`src/swdp_pkg.sv`:
```
// Register map, field layout and timing constants of the debug port registers
package swdp_pkg;
  // Offsets: physical bank 0x0-0x3, access bank 0x7-0xC
  localparam logic [3:0] OFF_REV_STATUS   = 4'h0;
  localparam logic [3:0] OFF_ERR_STATUS   = 4'h1;
  localparam logic [3:0] OFF_LINK_CTRL_A  = 4'h2;
  localparam logic [3:0] OFF_LINK_CTRL_B  = 4'h3;
  localparam logic [3:0] OFF_PHY_LAST     = 4'h3;
  localparam logic [3:0] OFF_KEY_STATUS   = 4'h7;
  localparam logic [3:0] OFF_RESET_REQ    = 4'h8;
  localparam logic [3:0] OFF_CLK_SELECT   = 4'h9;
  localparam logic [3:0] OFF_SYS_CTRL_A   = 4'hA;
  localparam logic [3:0] OFF_SYS_STATUS   = 4'hB;
  localparam logic [3:0] OFF_SCAN_STATUS  = 4'hC;
  localparam logic [3:0] OFF_ACC_LAST     = 4'hC;
  // Revision value is arbitrary
  localparam logic [3:0] PORT_REVISION    = 4'h2;
  // Link control A fields
  localparam int CA_INTER_BYTE_DELAY_EN   = 7;
  localparam int CA_PARITY_DISABLE    = 5;
  localparam int CA_DTD     = 4;
  localparam int CA_RSD     = 3;
  localparam logic [7:0] CA_WMASK = 8'hBF;
  localparam logic [7:0] CA_RESET = 8'h00;
  // Link control B fields
  localparam int CB_NACKDIS = 4;
  localparam int CB_CCDIS   = 3;
  localparam int CB_DIS     = 2;
  // System control A / status fields
  localparam int SC_SYSTEM_CLOCK_REQUEST  = 0;
  localparam int SC_UFINAL  = 1;
  localparam logic [7:0] SC_RESET = 8'h01;
  localparam int SS_RSTSYS  = 5;
  localparam int SS_ASLEEP  = 4;
  localparam int SS_NVMPROG = 3;
  localparam int SS_UROW    = 2;
  localparam int SS_LOCK    = 0;
  localparam logic [1:0] CLK_SEL_RESET = 2'h3;
  localparam logic [7:0] RESET_SIGNATURE = 8'h59;
  // Error signatures
  localparam logic [2:0] ERR_NONE    = 3'h0;
  localparam logic [2:0] ERR_PARITY  = 3'h1;
  localparam logic [2:0] ERR_FRAME   = 3'h2;
  localparam logic [2:0] ERR_TIMEOUT = 3'h3;
  localparam logic [2:0] ERR_CLKREC  = 3'h4;
  localparam logic [2:0] ERR_CONTEND = 3'h7;
  // Timing, in port clock cycles
  localparam int TIMEOUT_CYCLES  = 65536;
  localparam int IDLE_CHAR_BITS  = 12;
  localparam int IB_GAP_CHARS    = 2;
  localparam int IB_GAP_BITS     = IB_GAP_CHARS * IDLE_CHAR_BITS;
  localparam logic [2:0] GT_OFF  = 3'h7;
  localparam int GUARD_MAX_CYC   = 128;
  typedef enum logic [1:0] {SWDP_TX_IDLE, SWDP_TX_GAP, SWDP_TX_SEND}
    swdp_tx_state_t;
endpackage

```
`src/swdp_gap_if.sv`:
```
// Handshake between the register block and the transmit gap timer
`timescale 1ns/1ps
`default_nettype none
interface swdp_gap_if;
  logic       start;
  logic       first;
  logic       ib_en;
  logic [2:0] gt_sel;
  logic       done;
  modport ctrl  (output start, output first, output ib_en, output gt_sel,
                 input done);
  modport timer (input start, input first, input ib_en, input gt_sel,
                 output done);
endinterface
`default_nettype wire

```
`src/swdp_gap_timer.sv`:
```
// Idle-bit gap timer placed before each transmitted byte
`timescale 1ns/1ps
`default_nettype none
module swdp_gap_timer
  import swdp_pkg::*;
(
  // Clock and reset
  input wire logic   ref_clk,
  input wire logic   rst,
  input wire logic   clr,
  // Control side
  swdp_gap_if.timer  gap
);
  typedef struct packed {
    logic       busy;
    logic [7:0] cnt;
  } swdp_gt_st_t;
  swdp_gt_st_t s_q, s_d;

  // Guard count halves with each select step
  function automatic logic [7:0] guard_len(input logic [2:0] sel);
    guard_len = 8'(GUARD_MAX_CYC >> sel);
  endfunction

  always_comb begin
    s_d = s_q;
    gap.done = 1'b0;
    if (clr) begin
      s_d = '0;
    end else if (!s_q.busy) begin
      if (gap.start) begin
        if (!gap.first && gap.ib_en) begin
          s_d.busy = 1'b1;
          s_d.cnt  = 8'(IB_GAP_BITS - 1);
        end else if (gap.first && gap.gt_sel != GT_OFF) begin
          s_d.busy = 1'b1;
          s_d.cnt  = guard_len(gap.gt_sel) - 8'h01;
        end else begin
          gap.done = 1'b1;
        end
      end
    end else if (s_q.cnt == 8'h00) begin
      s_d.busy = 1'b0;
      gap.done = 1'b1;
    end else begin
      s_d.cnt = s_q.cnt - 8'h01;
    end
  end

  always_ff @(posedge ref_clk or posedge rst) begin
    if (rst) begin
      s_q <= '0;
    end else begin
      s_q <= s_d;
    end
  end
endmodule
`default_nettype wire

```
`src/swdp_regs.sv`:
```
// Control and status registers of the single-wire debug port
// Behaviour
// - System-asleep bit follows idle-or-deeper sleep of system domain
// - Clock request bit set keeps system clock running through sleep
// - Clock request bit resets to one
// - Registers reachable only over the debug link, never by processor
// - Offsets 0x0-0x3 physical bank, 0x7-0xC access bank
// - Read-only revision in bits 7:4 of first status register
// - Error signature loaded on port error, cleared on debugger read
// - Error codes: parity 1, frame 2, clock recovery 4, contention 7
// - Code 3 when access layer gives no response
// - Inter-byte delay enable inserts two idle characters between bytes
// - First byte of multi-byte transmit uses guard time instead
// - Parity disable ignores parity bit and its error
// - Time-out after 65536 cycles unless detection disabled
// - Response signature disable suppresses all response signatures
// - Guard select 0..6 gives 128 halving to 2 cycles, 7 off
// - Writing 0x59 asserts system reset, other values release; bit0 reads
// - Port disable drops clock request and resets configuration and error signature
`timescale 1ns/1ps
`default_nettype none
module swdp_regs
  import swdp_pkg::*;
(
  // Clock and reset
  input  wire logic       ref_clk,
  input  wire logic       rst,
  // Register access from the link instruction decoder
  input  wire logic       reg_wr,
  input  wire logic       reg_rd,
  input  wire logic [3:0] reg_addr,
  input  wire logic [7:0] reg_wdata,
  output logic      [7:0] reg_rdata,
  output logic            reg_rd_valid,
  // Physical layer events
  input  wire logic       phy_parity_err,
  input  wire logic       phy_frame_err,
  input  wire logic       phy_clkrec_err,
  input  wire logic       phy_contention,
  input  wire logic       tx_byte_req,
  input  wire logic       tx_first_byte,
  output logic            tx_byte_go,
  output logic            parity_check_en,
  output logic            contention_det_en,
  output logic            response_sig_en,
  // Access layer handshake
  input  wire logic       acc_req,
  input  wire logic       acc_ack,
  // System domain
  input  wire logic       sys_sleeping,
  input  wire logic       sys_in_reset,
  input  wire logic [2:0] key_active,
  input  wire logic       nvm_prog_ready,
  input  wire logic       urow_prog_ready,
  input  wire logic       sys_locked,
  input  wire logic [2:0] scan_status,
  output logic            system_clock_request,
  output logic            system_reset_hold,
  output logic            urow_write_final,
  output logic            port_reset,
  output logic      [1:0] port_clock_select
);
  typedef struct packed {
    logic [7:0]  ctrl_a;
    logic        port_disable;
    logic [2:0]  error_signature;
    logic        reset_hold;
    logic [1:0]  clk_sel;
    logic        clk_req;
    logic        urow_final;
    logic        rst_seen;
    logic        waiting;
    logic [16:0] wait_cnt;
    logic [7:0]  rdata;
    logic        rd_valid;
    swdp_tx_state_t tx_st;
  } swdp_st_t;
  swdp_st_t s_q, s_d;

  swdp_gap_if gap ();

  swdp_gap_timer u_gap (
    .ref_clk (ref_clk),
    .rst     (rst),
    .clr     (s_q.port_disable),
    .gap     (gap.timer)
  );

  // Mapped offsets, with the reserved hole between the two banks
  function automatic logic is_mapped(input logic [3:0] a);
    is_mapped = (a <= OFF_PHY_LAST) ||
                (a >= OFF_KEY_STATUS && a <= OFF_ACC_LAST);
  endfunction

  logic        parity_hit;
  logic        timeout_hit;
  logic [7:0]  rd_mux;

  assign parity_hit  = phy_parity_err && !s_q.ctrl_a[CA_PARITY_DISABLE];
  assign timeout_hit = s_q.waiting && !s_q.ctrl_a[CA_DTD] &&
                       s_q.wait_cnt == 17'(TIMEOUT_CYCLES - 1);

  // Only the debug link reaches this decode; no processor path exists
  always_comb begin
    rd_mux = 8'h00;
    case (reg_addr)
      OFF_REV_STATUS:  rd_mux = {PORT_REVISION, 4'h0};
      OFF_ERR_STATUS:  rd_mux = {5'h00, s_q.error_signature};
      OFF_LINK_CTRL_A: rd_mux = s_q.ctrl_a & CA_WMASK;
      OFF_LINK_CTRL_B: rd_mux = 8'h00;
      OFF_KEY_STATUS:  rd_mux = {2'h0, key_active, 3'h0};
      OFF_RESET_REQ:   rd_mux = {7'h00, s_q.reset_hold};
      OFF_CLK_SELECT:  rd_mux = {6'h00, s_q.clk_sel};
      OFF_SYS_CTRL_A:  rd_mux = {6'h00, s_q.urow_final, s_q.clk_req};
      OFF_SYS_STATUS: begin
        rd_mux = 8'h00;
        rd_mux[SS_RSTSYS]  = s_q.rst_seen;
        rd_mux[SS_ASLEEP]  = sys_sleeping;
        rd_mux[SS_NVMPROG] = nvm_prog_ready;
        rd_mux[SS_UROW]    = urow_prog_ready;
        rd_mux[SS_LOCK]    = sys_locked;
      end
      OFF_SCAN_STATUS: rd_mux = {5'h00, scan_status};
      default:         rd_mux = 8'h00;
    endcase
  end

  always_comb begin
    s_d = s_q;
    s_d.rd_valid = reg_rd;
    if (reg_rd) begin
      s_d.rdata = is_mapped(reg_addr) ? rd_mux : 8'h00;
    end
    gap.start  = 1'b0;
    gap.first  = tx_first_byte;
    gap.ib_en  = s_q.ctrl_a[CA_INTER_BYTE_DELAY_EN];
    gap.gt_sel = s_q.ctrl_a[2:0];
    tx_byte_go = 1'b0;

    // Register writes
    if (reg_wr) begin
      case (reg_addr)
        OFF_LINK_CTRL_A: s_d.ctrl_a = reg_wdata & CA_WMASK;
        OFF_LINK_CTRL_B: s_d.port_disable = reg_wdata[CB_DIS];
        OFF_RESET_REQ:
          s_d.reset_hold = (reg_wdata == RESET_SIGNATURE);
        OFF_CLK_SELECT: s_d.clk_sel = reg_wdata[1:0];
        OFF_SYS_CTRL_A: begin
          s_d.clk_req = reg_wdata[SC_SYSTEM_CLOCK_REQUEST];
          if (key_active[2]) begin
            s_d.urow_final = reg_wdata[SC_UFINAL];
          end
        end
        default: ;
      endcase
    end

    // Read-to-clear; a new event in the same cycle survives
    if (reg_rd && reg_addr == OFF_ERR_STATUS) begin
      s_d.error_signature = ERR_NONE;
    end
    if (reg_rd && reg_addr == OFF_SYS_STATUS) begin
      s_d.rst_seen = 1'b0;
    end
    if (sys_in_reset || s_q.reset_hold) begin
      s_d.rst_seen = 1'b1;
    end

    // Access layer wait counter
    if (acc_ack) begin
      s_d.waiting  = 1'b0;
      s_d.wait_cnt = '0;
    end else if (acc_req && !s_q.waiting) begin
      s_d.waiting  = 1'b1;
      s_d.wait_cnt = '0;
    end else if (s_q.waiting) begin
      s_d.wait_cnt = s_q.wait_cnt + 17'h00001;
      if (timeout_hit) begin
        s_d.waiting = 1'b0;
      end
    end

    // Error capture, most severe code wins
    if (phy_contention) begin
      s_d.error_signature = ERR_CONTEND;
    end else if (phy_clkrec_err) begin
      s_d.error_signature = ERR_CLKREC;
    end else if (timeout_hit) begin
      s_d.error_signature = ERR_TIMEOUT;
    end else if (phy_frame_err) begin
      s_d.error_signature = ERR_FRAME;
    end else if (parity_hit) begin
      s_d.error_signature = ERR_PARITY;
    end

    // Transmit pacing
    case (s_q.tx_st)
      SWDP_TX_IDLE: begin
        if (tx_byte_req) begin
          gap.start = 1'b1;
          if (gap.done) begin
            tx_byte_go = 1'b1;
          end else begin
            s_d.tx_st = SWDP_TX_GAP;
          end
        end
      end
      SWDP_TX_GAP: begin
        if (gap.done) begin
          tx_byte_go = 1'b1;
          s_d.tx_st = SWDP_TX_IDLE;
        end
      end
      default: s_d.tx_st = SWDP_TX_IDLE;
    endcase

    // Disabling wipes configuration, error signature and clock request
    if (s_q.port_disable) begin
      s_d.ctrl_a          = CA_RESET;
      s_d.clk_req         = 1'b0;
      s_d.clk_sel         = CLK_SEL_RESET;
      s_d.urow_final      = 1'b0;
      s_d.error_signature = ERR_NONE;
      s_d.waiting         = 1'b0;
      s_d.tx_st           = SWDP_TX_IDLE;
      if (reg_wr && reg_addr == OFF_LINK_CTRL_B) begin
        s_d.port_disable = reg_wdata[CB_DIS];
      end
    end
  end

  always_ff @(posedge ref_clk or posedge rst) begin
    if (rst) begin
      s_q            <= '0;
      s_q.ctrl_a     <= CA_RESET;
      s_q.clk_req    <= SC_RESET[SC_SYSTEM_CLOCK_REQUEST];
      s_q.clk_sel    <= CLK_SEL_RESET;
      s_q.tx_st      <= SWDP_TX_IDLE;
    end else begin
      s_q <= s_d;
    end
  end

  assign reg_rdata            = s_q.rdata;
  assign reg_rd_valid         = s_q.rd_valid;
  assign parity_check_en      = !s_q.ctrl_a[CA_PARITY_DISABLE];
  assign contention_det_en    = 1'b1;
  assign response_sig_en      = !s_q.ctrl_a[CA_RSD];
  assign system_clock_request = s_q.clk_req;
  assign system_reset_hold    = s_q.reset_hold;
  assign urow_write_final     = s_q.urow_final;
  assign port_reset           = s_q.port_disable;
  assign port_clock_select    = s_q.clk_sel;
endmodule
`default_nettype wire

```
`config.mk`:
```
export PLATFORM = sky130hd
export DESIGN_NAME = swdp_regs
export DESIGN_NICKNAME = d
export VERILOG_FILES = /design/src/swdp_pkg.sv /design/src/swdp_gap_if.sv /design/src/swdp_gap_timer.sv /design/src/swdp_regs.sv
export SDC_FILE = /design/constraint.sdc
export NUM_CORES = 1
export LEC_CHECK = 0
export CAP_MARGIN = 10
export CORE_ASPECT_RATIO = 1.5
export CORE_MARGIN = 3
export CORE_UTILIZATION = 31
export DETAILED_ROUTE_END_ITERATION = 8
export DONT_BUFFER_PORTS = 1
export PLACE_DENSITY = 0.55
export SYNTH_ARGS = -nofsm -noshare
export SYNTH_HDL_FRONTEND = slang
export SYNTH_SLANG_ARGS = --single-unit
```
`constraint.sdc`:
```
create_clock -name ref_clk -period 1.99 [get_ports ref_clk]
set_input_delay 0.0995 -clock ref_clk [delete_from_list [all_inputs] [get_ports ref_clk]]
set_output_delay 0.0995 -clock ref_clk [all_outputs]
set_load 0.03 [all_outputs]
```
## After elaboration in Yosys (flattened, before gate mapping)

Cells that the tools add are included.

- Register bits: 56
- Input bits: 35
- Output and inout bits: 19
- Word-level logic and storage cells: 124

- Add/subtract/negate cells: 3
- Order comparisons: 3
- Equality and inequality tests: 17
- Shift-type cells: 1
- Mux-type cells: 48
- Reduce and logical (&&, ||, !) cells: 37

Operator list:

| kind | number |
|---|---|
| $pmux 8 s9 | 1 |
| $mux 18 | 3 |
| $mux 9 | 6 |
| $mux 8 | 3 |
| $eq 4x4->1 const B | 5 |
| $mux 1 | 18 |
| $mux 3 | 6 |
| $add 17x1->17 const B | 1 |
| $eq 17x16->1 const B | 1 |
| $sub 8x1->8 const B | 2 |
| $ne 3x3->1 const B | 5 |
| $mux 12 | 1 |
| $mux 2 | 6 |
| $reduce_bool 2->1 | 6 |
| $logic_and 1x1->1 | 10 |
| $reduce_and 3->1 | 3 |
| $eq 4x2->1 const B | 2 |
| $eq 8x7->1 const B | 1 |
| $logic_not 8->1 | 1 |
| $mux 4 | 2 |
| $reduce_and 2->1 | 4 |
| $shr 8x3->8 const A | 1 |
| $reduce_bool 7->1 | 1 |
| $reduce_bool 3->1 | 2 |
| other kinds (13) | 18 |

## Longest topological paths before layout

- Word-level depth: 11
- Gate-level depth with buffers: 9
- Mapped depth without buffers: 8

## By module

A second synthesis with hierarchy kept.

- Cells, all modules: 382
- Area, all modules: 3375.7 µm²

By module, submodules not included:

| module | times used | cells each | area each (µm²) | sequential area each (µm²) |
|---|---|---|---|---|
| swdp_regs | 1 | 295 | 2641.3 | 1104.8 |
| swdp_gap_timer | 1 | 87 | 734.5 | 225.2 |

## Least setup slack after synthesis

Ideal clock, no wire load.

- Kind: flip-flop to output port
- Start point: register u_gap.s_q[3] (netlist name)
- End point: output port tx_byte_go
- Data arrival time: 1.981 ns
- Required time: 1.891 ns
- Path slack: -0.091 ns
- Stages on the path, launching flop included: 5
- Path through: dfrtp_1 -> or4_4 -> nor4_4 -> a21oi_1 -> nor3_1

- Longest elaborated chain between the ends: 7

RTL lines:

| what | line | RTL |
|---|---|---|
| from (decl) | swdp_gap_timer.sv:18 | `swdp_gt_st_t s_q, s_d;` |
| from (signal assigned) | swdp_gap_timer.sv:52 | `s_q <= '0;` |
| from (signal assigned) | swdp_gap_timer.sv:54 | `s_q <= s_d;` |
| $logic_not 8->1 (*) | swdp_gap_timer.sv:42 | `end else if (s_q.cnt == 8'h00) begin` |
| $mux 1 (*) | swdp_gap_timer.sv:42 |  |
| $mux 1 (*) | swdp_gap_timer.sv:30 | `end else if (!s_q.busy) begin` |
| $mux 1 (*) | swdp_gap_timer.sv:28 | `if (clr) begin` |
| $mux 1 (*) | swdp_regs.sv:201, swdp_regs.sv:209 |  |
| $mux 1 | swdp_regs.sv:199 | `if (tx_byte_req) begin` |
| $pmux 1 s2 (*) | swdp_regs.sv:197 | `case (s_q.tx_st)` |
| to (decl) | swdp_regs.sv:42 | `output logic tx_byte_go,` |

Every way passes the cells marked *; elsewhere a longest branch is shown, timed or not.

## Worst setup path after layout

- Start point: register u_gap.s_q[2] (netlist name)
- End point: output port tx_byte_go

Same word-level chain as after synthesis.

==> impl_metrics.prom <==
# TYPE chip_impl_metric gauge
chip_impl_info{name="run_status",value="finished, final reports clean"} 1
chip_impl_metric{name="post_route_cells_drive_above_1_share",unit="%"} 12.4
chip_impl_metric{name="yosys_register_bits",unit=""} 53
chip_impl_info{name="critical-path-slowest-cell",value="or4_4"} 1
chip_impl_metric{name="grt_start_max_net_pins",unit=""} 24
chip_impl_metric{name="layout-area-overhead-vs-synth",unit="%"} 13.9
chip_impl_metric{name="critPathArrivalTime",unit="ns"} 1.84
chip_impl_info{name="tritoncts",value="built"} 1
chip_impl_metric{name="multiInputGateArea",unit="um2"} 1600
chip_impl_metric{name="p_leak",unit="uW"} 0.00149
chip_impl_metric{name="worst_pin_slew",unit="ns"} 0.685
chip_impl_info{name="synth.most_common_cell",value="dfrtp_1"} 1
chip_impl_metric{name="final-setup-viol-count",unit=""} 0
chip_impl_metric{name="timing.final.crit_share",unit="%"} 97.4
chip_impl_metric{name="die_y",unit="um"} 130
chip_impl_metric{name="netlist.area_leader.share",unit="%"} 39.4
chip_impl_info{name="critPathCaptureType",value="primary output"} 1
chip_impl_metric{name="numPlacedInstances",unit=""} 453
chip_impl_metric{name="postLayoutCoreUtil",unit="%"} 36.7
chip_impl_info{name="hold_path_class",value="input pin to register"} 1
chip_impl_metric{name="ioPinCount",unit=""} 54
chip_impl_info{name="clockRootBuffer",value="clkbuf_16"} 1
chip_impl_metric{name="clock_sinks",unit=""} 53
chip_impl_info{name="synth_largest_area_cell",value="dfrtp_1"} 1
chip_impl_metric{name="timing.slew.headroom",unit="%"} 54.2
chip_impl_metric{name="dr_total_vias",unit=""} 2724
chip_impl_metric{name="route.detailed.drc",unit=""} 0
chip_impl_metric{name="antenna_found_initial",unit=""} 0
chip_impl_metric{name="yosys_warnings",unit=""} 0
chip_impl_metric{name="grt_overflow_total",unit=""} 0
chip_impl_metric{name="async_set_or_reset_register_ratio_after_synthesis",unit="%"} 100
chip_impl_metric{name="max_slew_vio_count",unit=""} 0
chip_impl_metric{name="wl_per_cell",unit="um"} 17.2
chip_impl_metric{name="period_minus_slack",unit="ns"} 1.94
chip_impl_info{name="synth_flop_cell",value="dfrtp_1"} 1
chip_impl_info{name="worst_setup_path_start_kind",value="register"} 1
chip_impl_metric{name="finish.net_count",unit=""} 402
chip_impl_metric{name="number_of_global_route_vias_before_repair",unit=""} 2740
chip_impl_metric{name="post_synthesis_cells",unit=""} 355
chip_impl_info{name="cells_along_the_critical_path",value="or4_4 -> nor4_4 -> a21oi_2 -> nor3_2 -> buf_4"} 1
chip_impl_metric{name="finalNonFillerCells",unit=""} 479
chip_impl_metric{name="synth_enable_flop_cells",unit=""} 0
chip_impl_metric{name="numPortBuffers",unit=""} 0
chip_impl_metric{name="ant_nets",unit=""} 0
chip_impl_info{name="criticalPathCategory",value="register to primary output"} 1
chip_impl_metric{name="rows",unit=""} 44
chip_impl_metric{name="worst_ir_drop_vdd",unit="uV"} 343
chip_impl_metric{name="worst_skew_pair.late_latency",unit="ns"} 0.29
chip_impl_metric{name="drt-pass1-iter-count",unit=""} 4
chip_impl_metric{name="die-width",unit="um"} 88.7
chip_impl_metric{name="path_max_fanout",unit=""} 2
chip_impl_metric{name="worst_path_largest_cell_delay",unit="ns"} 0.56
chip_impl_metric{name="nFillCells",unit=""} 965
chip_impl_metric{name="grt_pass1_wl",unit="mm"} 13.5
chip_impl_metric{name="post_synthesis_area_per_instance",unit="um2"} 8.95
chip_impl_metric{name="initial_utilization",unit="%"} 32.2
chip_impl_metric{name="dpl.hpwl",unit="mm"} 6.07
chip_impl_metric{name="drt_iter0_markers",unit=""} 121
chip_impl_metric{name="synth.cell_area",unit="um2"} 3180
chip_impl_metric{name="die_area",unit="um2"} 11500
chip_impl_metric{name="synthDistinctLibCells",unit=""} 62
chip_impl_metric{name="sequential_cell_area",unit="um2"} 1330
chip_impl_metric{name="worst_case_clock_skew",unit="ns"} 0.00629
chip_impl_metric{name="whs",unit="ns"} 0.00749
chip_impl_metric{name="gr-usage-all-layers",unit="%"} 14.6
chip_impl_info{name="rsz0062_at_grt",value="true"} 1
chip_impl_metric{name="cts.clk_slew.worst_paths",unit="ns"} 0.06
chip_impl_metric{name="gpl.final_weighted_congestion",unit=""} 0.860
chip_impl_metric{name="synth.yosys.seq_area_share",unit="%"} 41.9
chip_impl_metric{name="antenna_cells",unit=""} 0
chip_impl_metric{name="powerDensity",unit="nW/um2"} 912
chip_impl_metric{name="drt-total-wl",unit="mm"} 8.22
chip_impl_metric{name="fmaxAchievable",unit="GHz"} 0.516
chip_impl_info{name="synthTopCellsByArea",value="dfrtp_1, a21oi_1, nand3_1"} 1
chip_impl_metric{name="hold_viol",unit=""} 0
chip_impl_metric{name="timing.max_cap.violations",unit=""} 0
chip_impl_metric{name="cts-buffers-inserted",unit=""} 5
chip_impl_metric{name="route.detailed.vias_per_inst",unit=""} 5.69
chip_impl_metric{name="syn_nets",unit=""} 394
chip_impl_metric{name="cts_buffer_depth",unit=""} 2
chip_impl_metric{name="timing.critical_path.required",unit="ns"} 1.89
chip_impl_metric{name="cts-htree-levels",unit=""} 2
chip_impl_info{name="synth_top_cells_by_count",value="dfrtp_1, nand2_1, inv_1"} 1
chip_impl_metric{name="design.core.area",unit="um2"} 9850
==> flip-flops by register name, indices dropped and copies added (netlist names) <==
name and cells:
gap.gt_sel 3, gap.ib_en 1, port_clock_select 2, port_reset 1
reg_rd_valid 1, reg_rdata 7, s_q 26, system_clock_request 1
system_reset_hold 1, u_gap.s_q 9, urow_write_final 1
==> metal layers <==
layer	up-vias	share of wire, %	global-route usage, %
met1	1339	40	17.1
met4	0	1.6	3.56
met2	58	53	26.7
met3	10	4.7	2.97
met5	-	0	0
li1	1317	-	-
==> stage by stage <==
| stage | power (uW) | worst slack (ns) | area (um2) | setup TNS [ns] |
|---|---|---|---|---|
| 2_1_floorplan | 2170 | 0.149 | 3180 | 0 |
| 3_5_place_dp | 2390 | 0.140 | 3290 | 0 |
| 3_3_place_gp | 2390 | 0.204 | 3290 | 0 |
| 6_report | 3300 | 0.0524 | 3620 | 0 |
| 5_1_grt | 3510 | -0.0429 | 3620 | -0.0429 |
| 4_1_cts | 3310 | 0.0577 | 3600 | 0 |
==> critical path: cells and delay by family, from the launching register on <==
family                 cells  cell delay, ns
AO/OA/AOI/OAI              1            0.06
buffers and inverters      1            0.17
flip-flops                 1            0.39
AND/OR/NAND/NOR            3            0.92
==> cells in the final DEF (no fill, tap or decap), types with 2 or more instances in the layout <==
| master | instances |
|---|---|
| o211ai_1 | 4 |
| dlygate4sd3_1 | 16 |
| o31ai_1 | 4 |
| nand4b_1 | 3 |
| nor4_1 | 3 |
| clkbuf_16 | 5 |
| nor3_1 | 5 |
| nand2_1 | 25 |
| and4_1 | 2 |
| buf_4 | 19 |
| nor2b_1 | 7 |
| nor2_1 | 12 |
| or3b_2 | 2 |
| inv_1 | 23 |
| mux2i_1 | 6 |
| a21oi_1 | 19 |
| a21o_1 | 4 |
| a22o_1 | 10 |
| o21ai_0 | 13 |
| a31oi_1 | 13 |
| and3_1 | 6 |
| o22ai_1 | 14 |
| xnor2_1 | 2 |
| a32oi_1 | 2 |
| dfstp_2 | 3 |
| nand2b_1 | 6 |
| mux2_2 | 2 |
| a211o_1 | 3 |
| a41oi_1 | 2 |
| ha_1 | 4 |
| a211oi_1 | 2 |
| nand4_1 | 10 |
| clkinv_2 | 2 |
| nor4bb_1 | 4 |
| nand3_1 | 20 |
| nand3b_1 | 4 |
| conb_1 | 2 |
| dfrtp_1 | 50 |
==> kinds of logic after synthesis <==
group / count (synthesis) / synth area share (%)
flip-flops: 53 / 41.9
adder cells (fa/ha/maj): 4 / 1.58
multiplexers: 8 / 2.60
other: 2 / 0.236
AO/OA/AOI/OAI: 104 / 22.0
AND/OR/NAND/NOR: 122 / 22.5
XOR/XNOR: 3 / 0.827
buffers and inverters: 59 / 8.39
==> cell type report <==
| type | count | share of cell area [%] |
|---|---|---|
| Multi-Input combinational cell | 243 | 44.3 |
| Sequential cell | 53 | 36.8 |
| Inverter | 25 | 2.66 |
| Clock inverter | 3 | 0.484 |
| Clock buffer | 5 | 3.46 |
| Tap cell | 115 | 3.98 |
| Timing Repair Buffer | 35 | 8.37 |
==> report_power, final <==
group / internal (uW) / total [uW] / switching, uW / leakage, uW
sequential: 1210 / 1400 / 188 / 0.000702
clock: 462 / 859 / 396 / 0.0000696
combinational: 479 / 1040 / 560 / 0.000714
==> final timing paths <==
path | depth (start not counted) | to | from | slack (ns)
worst max-delay path | 5 | tx_byte_go | u_gap.s_q[2] | 0.05
worst min-delay path | 2 | reg_rdata[1] | reg_addr[2] | 0.007
worst max register to register | 6 | u_gap.s_q[5] | u_gap.s_q[2] | 0.10
worst min register to register | 1 | s_q[26] | s_q[26] | 0.49
max in group asynchronous | 3 | port_clock_select[1] | rst | 1.04
min in group asynchronous | 2 | s_q[27] | rst | 0.25
==> what timing repair did <==
item,CTS,global route
endpoints found under the hold margin,41,0
pin swaps,1,3
hold buffers,16,0
setup endpoints to repair,1,3
buffers inserted,1,1
gates resized for setup,0,2
Note: power is estimated with default switching activity, not from simulation.
